[config.mk]
export PLATFORM = sky130hd
export DESIGN_NAME = mcb_capability
export DESIGN_NICKNAME = d
export VERILOG_FILES = /design/src/hdl/mcb_capability.v /design/src/hdl/mcb_msg_writer.v
export VERILOG_INCLUDE_DIRS = /design/src /design/src/hdl
export SDC_FILE = /design/constraint.sdc
export NUM_CORES = 1
export LEC_CHECK = 0
export ABC_AREA = 1
export BUFFER_PORTS_ARGS = -buffer_cell sky130_fd_sc_hd__buf_2
export CORE_MARGIN = 1.5
export CORE_UTILIZATION = 57
export CTS_BUF_LIST = sky130_fd_sc_hd__clkbuf_4
export CTS_CLUSTER_DIAMETER = 120
export DETAILED_ROUTE_END_ITERATION = 10
export PLACE_DENSITY = 0.81
export SYNTH_ARGS = -nofsm -noshare
export SYNTH_HDL_FRONTEND = slang
export SYNTH_SLANG_ARGS = --single-unit
[constraint.sdc]
create_clock -name clock -period 10.6 [get_ports clock]
set_input_delay 1.06 -clock clock [delete_from_list [all_inputs] [get_ports clock]]
set_output_delay 1.06 -clock clock [all_outputs]
set_load 0.02 [all_outputs]
[src/hdl/mcb_defs.vh]
`ifndef MCB_DEFS_VH
`define MCB_DEFS_VH

// register byte offsets
`define MCB_OFS_CAP_POINTER   12'h034
`define MCB_OFS_CONTROL       12'h080
`define MCB_OFS_ADDR_LOW      12'h084
`define MCB_OFS_ADDR_HIGH     12'h088
`define MCB_OFS_PAYLOAD       12'h08C
`define MCB_OFS_IRQ_STATUS    12'h0C0
`define MCB_OFS_IRQ_MASK      12'h0C4
`define MCB_OFS_EXT_CAP       12'h100

// control register field positions
`define MCB_MASKING_BIT       24
`define MCB_WIDE_BIT          23
`define MCB_ALLOC_HI          22
`define MCB_ALLOC_LO          20
`define MCB_REQ_HI            19
`define MCB_REQ_LO            17
`define MCB_ENABLE_BIT        16
`define MCB_NEXT_HI           15
`define MCB_NEXT_LO           8
`define MCB_CAPID_HI          7
`define MCB_CAPID_LO          0

// fixed and reset field values
`define MCB_MASKING_VALUE     1'b1
`define MCB_WIDE_VALUE        1'b1
`define MCB_REQ_VALUE         3'h3
`define MCB_NEXT_VALUE        8'hA0
`define MCB_CAPID_VALUE       8'h05
`define MCB_CONTROL_RESET     32'h0186_A005
`define MCB_ALLOC_RESET       3'h0
`define MCB_ENABLE_RESET      1'b0
`define MCB_ALLOC_MAX         3'h3

// number of interrupt sources, one per vector
`define MCB_VECTORS           8

// ahb encodings
`define MCB_HTRANS_NONSEQ     2'h2
`define MCB_HTRANS_SEQ        2'h3
`define MCB_HRESP_OKAY        1'b0

`endif

[src/hdl/mcb_capability.v]
// How it works
// - the first extended capability header reads at its own fixed offset whatever any pointer holds.
// - a read-only capabilities pointer at a fixed offset names the first capability in the list.
// - bit 24 of the control word reads one, though the mask at 0C4 gates only irq per source, never the message writes.
// - bit 23 of the control word reads one to say a wide address can be sent.
// - bits 19:17 read three, a fixed request for eight vectors.
// - bit 16 is a writable enable, zero at reset, set to one to let messages out.
// - bits 15:8 read a fixed next pointer of A0.
// - bits 7:0 read the fixed identifier 05.
// - when enabled, address bits 31:2 form the word-aligned target of the message write.
// - address bits 1:0 go out as zero and read as zero.
// - a nonzero high address word makes the message a wide one with those upper bits.
// - a zero high address word makes the message a plain 32-bit one.
// - each interrupt edge on a source not already pending sends the programmed 16-bit payload as a posted write to the address.
// - only as many low payload bits as the allocation allows carry the vector number.
`timescale 1ns/1ps
`default_nettype none
`include "mcb_defs.vh"

module mcb_capability #(
    parameter [7:0]  CAP_LIST_START  = 8'h80,
    parameter [31:0] EXT_CAP_HEADER  = 32'h0000_0000
) (
    // clock and reset
    input  wire        clock,
    input  wire        sys_rst,
    // ahb-lite slave
    input  wire        hsel,
    input  wire [31:0] haddr,
    input  wire [1:0]  htrans,
    input  wire        hwrite,
    input  wire [2:0]  hsize,
    input  wire [31:0] hwdata,
    input  wire        hready,
    output reg         hreadyout,
    output reg         hresp,
    output reg  [31:0] hrdata,
    // interrupt sources, asynchronous pins
    input  wire [7:0]  source_pin,
    // local interrupt line
    output reg         irq,
    // upstream posted message write
    output wire        msg_valid,
    output wire [63:0] msg_addr,
    output wire        msg_wide,
    output wire [15:0] msg_data,
    input  wire        msg_ready
);

    // software state
    reg        enable;
    reg [2:0]  alloc;
    reg [29:0] addr_low;
    reg [31:0] addr_high;
    reg [15:0] payload;
    reg [7:0]  status;
    reg [7:0]  mask;
    reg [7:0]  pending;

    // bus phase tracking
    reg        wr_pend;
    reg        rd_pend;
    reg [11:0] ph_addr;

    // source synchronisers and edge detect
    reg [7:0]  src_meta;
    reg [7:0]  src_sync;
    reg [7:0]  src_last;

    wire [7:0] grant;
    wire [7:0] rise = src_sync & ~src_last;
    wire       take = hsel && hready && (htrans == `MCB_HTRANS_NONSEQ ||
                                         htrans == `MCB_HTRANS_SEQ);

    // control word assembled from fixed and writable fields
    function [31:0] mcb_control_word;
        input       en;
        input [2:0] al;
        begin
            mcb_control_word = 32'h0000_0000;
            mcb_control_word[`MCB_MASKING_BIT] = `MCB_MASKING_VALUE;
            mcb_control_word[`MCB_WIDE_BIT] = `MCB_WIDE_VALUE;
            mcb_control_word[`MCB_ALLOC_HI:`MCB_ALLOC_LO] = al;
            mcb_control_word[`MCB_REQ_HI:`MCB_REQ_LO] = `MCB_REQ_VALUE;
            mcb_control_word[`MCB_ENABLE_BIT] = en;
            mcb_control_word[`MCB_NEXT_HI:`MCB_NEXT_LO] = `MCB_NEXT_VALUE;
            mcb_control_word[`MCB_CAPID_HI:`MCB_CAPID_LO] = `MCB_CAPID_VALUE;
        end
    endfunction

    // register read decode, unmapped offsets read zero
    function [31:0] mcb_read;
        input [11:0] a;
        begin
            case (a)
                `MCB_OFS_CAP_POINTER: mcb_read = {24'h00_0000, CAP_LIST_START};
                `MCB_OFS_CONTROL:     mcb_read = mcb_control_word(enable, alloc);
                `MCB_OFS_ADDR_LOW:    mcb_read = {addr_low, 2'b00};
                `MCB_OFS_ADDR_HIGH:   mcb_read = addr_high;
                `MCB_OFS_PAYLOAD:     mcb_read = {16'h0000, payload};
                `MCB_OFS_IRQ_STATUS:  mcb_read = {24'h00_0000, status};
                `MCB_OFS_IRQ_MASK:    mcb_read = {24'h00_0000, mask};
                `MCB_OFS_EXT_CAP:     mcb_read = EXT_CAP_HEADER;
                default:              mcb_read = 32'h0000_0000;
            endcase
        end
    endfunction

    // two flops before anything looks at the pins
    always @(posedge clock or posedge sys_rst) begin
        if (sys_rst) begin
            src_meta <= 8'h00;
            src_sync <= 8'h00;
            src_last <= 8'h00;
        end else begin
            src_meta <= source_pin;
            src_sync <= src_meta;
            src_last <= src_sync;
        end
    end

    // ahb phases: writes finish with no wait, reads take one wait so
    // a read right behind a write sees the freshly written value
    always @(posedge clock or posedge sys_rst) begin
        if (sys_rst) begin
            wr_pend   <= 1'b0;
            rd_pend   <= 1'b0;
            ph_addr   <= 12'h000;
            hreadyout <= 1'b1;
            hresp     <= `MCB_HRESP_OKAY;
            hrdata    <= 32'h0000_0000;
        end else begin
            hresp <= `MCB_HRESP_OKAY;
            if (rd_pend) begin
                hrdata    <= mcb_read(ph_addr);
                hreadyout <= 1'b1;
                rd_pend   <= 1'b0;
            end else if (take) begin
                ph_addr   <= {haddr[11:2], 2'b00};
                wr_pend   <= hwrite;
                rd_pend   <= ~hwrite;
                hreadyout <= hwrite;
            end else begin
                wr_pend <= 1'b0;
            end
            if (take && hwrite && !rd_pend)
                wr_pend <= 1'b1;
            else if (!take || rd_pend)
                wr_pend <= 1'b0;
        end
    end

    // register writes; event set wins over a write-one clear
    always @(posedge clock or posedge sys_rst) begin
        if (sys_rst) begin
            enable    <= `MCB_ENABLE_RESET;
            alloc     <= `MCB_ALLOC_RESET;
            addr_low  <= 30'h0000_0000;
            addr_high <= 32'h0000_0000;
            payload   <= 16'h0000;
            status    <= 8'h00;
            mask      <= 8'h00;
        end else begin
            if (wr_pend) begin
                case (ph_addr)
                    `MCB_OFS_CONTROL: begin
                        enable <= hwdata[`MCB_ENABLE_BIT];
                        alloc  <= hwdata[`MCB_ALLOC_HI:`MCB_ALLOC_LO];
                    end
                    `MCB_OFS_ADDR_LOW:   addr_low  <= hwdata[31:2];
                    `MCB_OFS_ADDR_HIGH:  addr_high <= hwdata;
                    `MCB_OFS_PAYLOAD:    payload   <= hwdata[15:0];
                    `MCB_OFS_IRQ_MASK:   mask      <= hwdata[7:0];
                    default: ;
                endcase
            end
            if (wr_pend && ph_addr == `MCB_OFS_IRQ_STATUS)
                status <= (status & ~hwdata[7:0]) | rise;
            else
                status <= status | rise;
        end
    end

    // message requests wait here until the writer grants them
    always @(posedge clock or posedge sys_rst) begin
        if (sys_rst)
            pending <= 8'h00;
        else
            pending <= (pending & ~grant) | rise;
    end

    // level interrupt while any unmasked status bit stands
    always @(posedge clock or posedge sys_rst) begin
        if (sys_rst)
            irq <= 1'b0;
        else
            irq <= |(status & mask);
    end

    // the posted-write engine; its outputs are flops
    mcb_msg_writer u_writer (
        .clock     (clock),
        .sys_rst   (sys_rst),
        .pending   (pending),
        .enable    (enable),
        .alloc     (alloc),
        .addr_low  (addr_low),
        .addr_high (addr_high),
        .payload   (payload),
        .grant     (grant),
        .msg_valid (msg_valid),
        .msg_addr  (msg_addr),
        .msg_wide  (msg_wide),
        .msg_data  (msg_data),
        .msg_ready (msg_ready)
    );

endmodule

`default_nettype wire

[src/hdl/mcb_msg_writer.v]
`timescale 1ns/1ps
`default_nettype none
`include "mcb_defs.vh"

module mcb_msg_writer (
    // clock and reset
    input  wire        clock,
    input  wire        sys_rst,
    // pending vectors and configuration
    input  wire [7:0]  pending,
    input  wire        enable,
    input  wire [2:0]  alloc,
    input  wire [29:0] addr_low,
    input  wire [31:0] addr_high,
    input  wire [15:0] payload,
    // one-cycle grant of the vector taken
    output reg  [7:0]  grant,
    // upstream posted write
    output reg         msg_valid,
    output reg  [63:0] msg_addr,
    output reg         msg_wide,
    output reg  [15:0] msg_data,
    input  wire        msg_ready
);

    reg [2:0] vec;
    reg       any;
    integer   i;

    // lowest pending vector wins; fixed priority keeps it simple
    always @* begin
        vec = 3'h0;
        any = 1'b0;
        for (i = `MCB_VECTORS - 1; i >= 0; i = i - 1) begin
            if (pending[i]) begin
                vec = i[2:0];
                any = 1'b1;
            end
        end
    end

    // merge vector into low data bits, only as many as allocated
    function [15:0] mcb_vector_data;
        input [15:0] base;
        input [2:0]  count;
        input [2:0]  v;
        reg   [2:0]  n;
        reg   [15:0] keep;
        begin
            n = (count > `MCB_ALLOC_MAX) ? `MCB_ALLOC_MAX : count;
            keep = 16'hFFFF << n;
            mcb_vector_data = (base & keep) | ({13'h0000, v} & ~keep);
        end
    endfunction

    // one message in flight, held until the upstream side takes it
    always @(posedge clock or posedge sys_rst) begin
        if (sys_rst) begin
            grant     <= 8'h00;
            msg_valid <= 1'b0;
            msg_addr  <= 64'h0000_0000_0000_0000;
            msg_wide  <= 1'b0;
            msg_data  <= 16'h0000;
        end else begin
            grant <= 8'h00;
            if (msg_valid) begin
                if (msg_ready)
                    msg_valid <= 1'b0;
            end else if (enable && any) begin
                msg_valid <= 1'b1;
                grant     <= 8'h01 << vec;
                msg_addr  <= {addr_high, addr_low, 2'b00};
                msg_wide  <= (addr_high != 32'h0000_0000);
                msg_data  <= mcb_vector_data(payload, alloc, vec);
            end
        end
    end

endmodule

`default_nettype wire
### Word level (Yosys, flattened, before mapping)

Index checks and enable logic that the tools add are counted.

| storage, ports and cells | value |
|---|---|
| register bits | 264 |
| input port bits | 83 |
| output and inout port bits | 117 |
| logic and storage cells | 104 |

| operators by class | value |
|---|---|
| order comparisons | 1 |
| eq/ne operators | 10 |
| shift operators | 2 |
| muxes and demuxes | 32 |
| bitwise gates (word level) | 17 |
| reductions and logical operators | 20 |

Operators with widths:

| kind | number |
|---|---|
| $pmux W32 S7 | 1 |
| $eq A10 B6 Y1 const B | 6 |
| $and A8 B8 Y8 | 4 |
| $reduce_bool A32 Y1 | 1 |
| $mux W3 | 9 |
| $mux W8 | 3 |
| $not A8 Y8 | 3 |
| $or A8 B8 Y8 | 3 |
| $mux W1 | 19 |
| $and A16 B16 Y16 | 1 |
| $and A3 B16 Y16 | 1 |
| $not A16 Y16 | 1 |
| $or A16 B16 Y16 | 1 |
| $shl A16 B3 Y16 const A | 1 |
| $reduce_and A2 Y1 | 7 |
| $eq A10 B4 Y1 const B | 1 |
| $reduce_or A8 Y1 | 1 |
| $shl A1 B3 Y8 const A | 1 |
| $logic_and A1 B1 Y1 | 6 |
| $eq A2 B2 Y1 const B | 2 |
| $gt A3 B2 Y1 const B | 1 |
| $ne A3 B1 Y1 const B | 1 |
| $not A1 Y1 | 3 |
| $logic_not A1 Y1 | 2 |
| 2 further kinds | 3 |

### Logic depth before layout (Yosys ltp)

| logic depth | value |
|---|---|
| word-level depth | 11 |
| mapped depth | 10 |
| mapped depth without buffers | 10 |

### Cells and area by module

Synthesis repeated with hierarchy kept, for this count alone.

| unflattened totals | value |
|---|---|
| cells, all modules | 1246 |
| area, all modules | 11138.2 um^2 |

Modules (own cells, without submodules):

| module | times used | cells each | area each (um^2) | sequential area each (um^2) |
|---|---|---|---|---|
| mcb_capability | 1 | 830 | 7522.2 | 4405.5 |
| mcb_msg_writer | 1 | 416 | 3616.0 | 2202.1 |

### Worst setup path after synthesis

No wires, ideal clock.

| timing path | value |
|---|---|
| kind | input to register |
| from | input port htrans[1] |
| to | register ph_addr[2] |
| setup time | 0.132 ns |
| data arrival time | 1.760 ns |
| required time | 10.468 ns |
| slack | 8.709 ns |
| stages on the path | 4 |
| buffers on the path | 1 |
| path through | nand3_1 -> nor2_1 -> clkbuf_1 -> o21ai_0 |

| between the ends | value |
|---|---|
| cells in the longest elaborated chain, start to end | 4 |
| elaborated cells on any way between the ends | 5 |
| classes of those cells | eq/ne: 2; reduce/logical: 3 |

Ends and longest elaborated chain:

| item | RTL line | RTL |
|---|---|---|
| from (decl) | mcb_capability.v:30 | `input wire [1:0] htrans,` |
| $eq A2 B2 Y1 (no line) | -- |  |
| $logic_or A1 B1 Y1 (no line) * | -- |  |
| $logic_and A1 B1 Y1 * | mcb_capability.v:72 | `` wire take = hsel && hready && (htrans == `MCB_HTRANS_NONSEQ \|\| `` |
| $reduce_and A2 Y1 (no line) * | -- |  |
| to (signal assigned) | mcb_capability.v:139 | `ph_addr <= {haddr[11:2], 2'b00};` |
| to (decl) | mcb_capability.v:63 | `reg [11:0] ph_addr;` |

Every way passes the cells marked *; elsewhere a longest branch is shown, timed or not.
A chain may end at the register's enable or synchronous reset.

### Worst setup path in the final report

| timing path | value |
|---|---|
| from | register ph_addr[11] |
| to | register addr_low[4] |

| between the ends | value |
|---|---|
| cells in the longest elaborated chain, start to end | 2 |

Ends and longest elaborated chain:

| item | RTL line | RTL |
|---|---|---|
| $eq A10 B6 Y1 | mcb_capability.v:165 | `case (ph_addr)` |
| $reduce_and A2 Y1 (no line) | -- |  |
| to (signal assigned) | mcb_capability.v:170 | `` `MCB_OFS_ADDR_LOW: addr_low <= hwdata[31:2]; `` |
| to (decl) | mcb_capability.v:53 | `reg [29:0] addr_low;` |

Every way passes these cells.

==> summary.txt <==
Die
  – Initial Utilization: 58.5%
  – Die height: roughly 140 microns
  – Core area: ~18,000 sq um
  – Site row count: between 40 and 50
  – Die Area: between 15,000 and 20,000 sq um
  – Die Wd: 139 microns
  – Top-Level Pins: 200

Clock tree
  – Maximum buffer depth of the clock tree: 3
  – Worst skew pair latency: roughly 0.67 ns
  – Hold-fix buffers, CTS: 0
  – CTS Buf Count: 69
  – CTS sink count: between 200 and 300
  – # resized after CTS: 0
  – Clk root buf: clkbuf_4
  – Post-CTS Setup Bufs: 0
  – H-tree depth: 3
  – Reg clk slew, reported paths: 0.06 ns
  – CTS tree: yes

STA
  – RSZ-0062 raised after global routing: false
  – Clock skew: roughly 0.066 ns
  – Setup violations, final: 0
  – Fin crit period: 2.88 ns
  – Slew Viols, Final: 0
  – Fmax: between 300 and 400 MHz
  – Setup ws final: 7.72 ns
  – Max_slew headroom: roughly 17%
  – Final Cycle Share: a little over a quarter
  – Setup_tns: 0 ns
  – Final hold violations: 0
  – Worst-margin pin slew: roughly 1.2 ns

Power
  – Leakage: 7.02 nW
  – Switch share: around 36%
  – P_sw: between 1 and 1.5 mW
  – Power share of the sequential group: approximately 44%
  – Clk network pwr share: approximately 28%
  – Pwr Density: between 200 and 250 nW/um^2
  – Peak VDD IR: between 200 and 250 uV
  – Power Internal: approximately 1.9 mW
  – Comb pwr share: 27.1%

Finish
  – Fin nets: approximately 1,500
  – Area growth syn-to-layout: 16.9%
  – Reg area: around 6600 sq um
  – Fillers: about 1,500
  – Multi-input gate area: ~3300 sq um
  – Share of cells above drive strength 1: about 22%

Logic synthesis
  – Async S/R FF share, synth: 100%
  – Synth Cell Area: ~11,000 sq um
  – Syn Area/Cell: 9.00 sq um
  – Top_reg_cell synth: dfrtp_1
  – Synth top area share: 62.2%
  – Warnings from Yosys: 0
  – Largest area contributor in the netlist: dfrtp_1
  – Post-synthesis instance total: 1,176
  – EDFF count, synth: 0
  – Register area share after synthesis: between 60% and 70%
  – Synth unique cells: 32
  – Dominant cells by area after synthesis: dfrtp_1 62%, nand2_1 15%, o21ai_0 5.4%
  – Yosys reg bits: approximately 260

Setup path
  – CP Launch Type: register
  – Worst-path fanout max: 60
  – Crit Path Category: reg2reg
  – Slowest-stage cell, CP: nand2_2
  – Critical Path RT: about 11 ns
  – Crit-path cells: nor2_2, buf_4, nand2_1, nor2_8, nand2_4, clkinv_2, nand2_2, o21ai_1
  – Arrival @ worst endpoint: about 3.4 ns
  – Max stage delay on crit path: 0.73 ns
  – Crit path capture type: register

GRT
  – Initial antenna violation count: 1
  – GRT Util Overall: about 28%
  – Vias in the first global route: 8,653
  – First-pass GRT wire length: approximately 43,000 microns
  – Gr ovfl total: 0
  – Largest net degree at the start of global routing: around 130

Job
  – Max_cap viols: 0

Placement
  – Number of I/O port buffers: between 150 and 200
  – Gpl congestion: just over 0.9
  – Setup WS pre-CTS: ~7 ns
  – Post-DP HPWL: between 15,000 and 20,000 microns

Drt
  – First-pass detailed-route iteration total: 9
  – Drt drc: 15
  – Metal1 wirelength: 11,100 microns
  – Top sig layer: met4
  – Via count: between 8,000 and 9,000
  – Met2 routed WL: 12,200 microns
  – Drt wl/cell: between 15 and 20 microns
  – Detail Route Antenna Nets: 0
  – Vias/cell: 5.32
  – Post-Route WL: ~26,000 microns
  – DR WL met3: about 2100 microns
  – Iteration-0 DRC Markers: approximately 680

Status
  – Failing checks: design-rule violations
  – Status: finished, violations left

Hold path
  – Hold crit path type: reg2reg
[cells in the final DEF (no fill, tap or decap), drive strengths merged]
master,n
conb,3
nor4,4
dfstp,1
dfrtp,263
diode,1
nor3,1
nand2,429
a21oi,2
o211ai,5
clkinv,5
o21ai,180
nand3,52
o22ai,16
nor3b,1
nand4,7
nor2,49
a22o,1
buf,177
clkbuf,107
a221oi,2
inv,112
[power by group through the flow]
stage | logic, mW | clock network [mW] | registers, mW
2_1_floorplan | 0.333 | 0 | 1.50
3_3_place_gp | 0.772 | 0 | 1.31
3_5_place_dp | 0.793 | 0 | 1.32
4_1_cts | 0.797 | 0.854 | 1.30
5_1_grt | 0.877 | 0.911 | 1.32
6_report | 0.795 | 0.837 | 1.30
[path summary, 6_finish.rpt]
path,end,depth (start not counted),startpoint,slack [ns]
worst max-delay path,addr_low[4]$_DFFE_PP0P_,8,ph_addr[11]$_DFFE_PP0P_,7.72
worst min-delay path,src_sync[6]$_DFF_PP0_,0,src_meta[6]$_DFF_PP0_,0.35
worst max register to register,addr_low[4]$_DFFE_PP0P_,8,ph_addr[11]$_DFFE_PP0P_,7.72
worst min register to register,src_sync[6]$_DFF_PP0_,0,src_meta[6]$_DFF_PP0_,0.35
max in group asynchronous,addr_low[27]$_DFFE_PP0P_,4,sys_rst,7.78
min in group asynchronous,addr_high[10]$_DFFE_PP0P_,2,sys_rst,0.58
[logic make-up after synthesis]
logic type      after synthesis  share of synthesized area, %
other cells                   1                        0.0354
buf+inv                     162                          6.30
simple gates                543                          21.1
compound gates              206                          10.2
flops                       264                          62.4
[cell type report]
type / count / share of cell area, %
Sequential cell: 264 / 53.4
Multi-Input combinational cell: 752 / 26.8
Timing Repair Buffer: 177 / 7.30
Clock buffer: 107 / 6.49
Inverter: 114 / 3.56
Tap cell: 229 / 2.32
Clock inverter: 3 / 0.0910
Antenna cell: 1 / 0.0202
[stage by stage]
step	utilization (%)	instance area, sq um	hold WS [ns]	instances	total power, mW
floorplan	-	10600	0.331	1178	1.83
global placement	63.9	11600	0.331	1536	2.08
detailed placement	63.9	11600	0.335	1536	2.11
CTS	68.4	12400	0.348	1646	2.95
global route	68.4	12400	0.357	1647	3.11
finish	68.4	12400	0.346	1647	2.94
[routing by layer]
layer	vias to the layer above	track usage, %
met5	-	0
met4	0	12.3
met3	58	5.71
met2	388	44.1
met1	4134	38.7
li1	4174	-
[cell usage after synthesis, types with 5 or more instances]
library cell	n
nor2_1	41
clkbuf_1	15
nand3_1	52
o22ai_1	16
nand2_1	423
o211ai_1	5
inv_1	109
buf_2	26
o21ai_0	114
dfrtp_1	263
o21ai_1	66
nand4_1	6
[sequential cells by signal, indices dropped and copies added (netlist names), 10 cells and up]
register,flops
addr_low,30
ph_addr,10
u_writer.msg_data,16
hrdata,32
payload,16
u_writer.msg_addr,62
addr_high,32
[critical path: cells and delay by family (launching register included)]
| kind | cells | cell delay [ns] |
|---|---|---|
| AOI/OAI and AO/OA | 1 | 0.42 |
| buffers and inverters | 2 | 0.50 |
| DFF | 1 | 0.38 |
| and+or+nand+nor | 5 | 1.45 |
(Power assumes the default switching activity.)
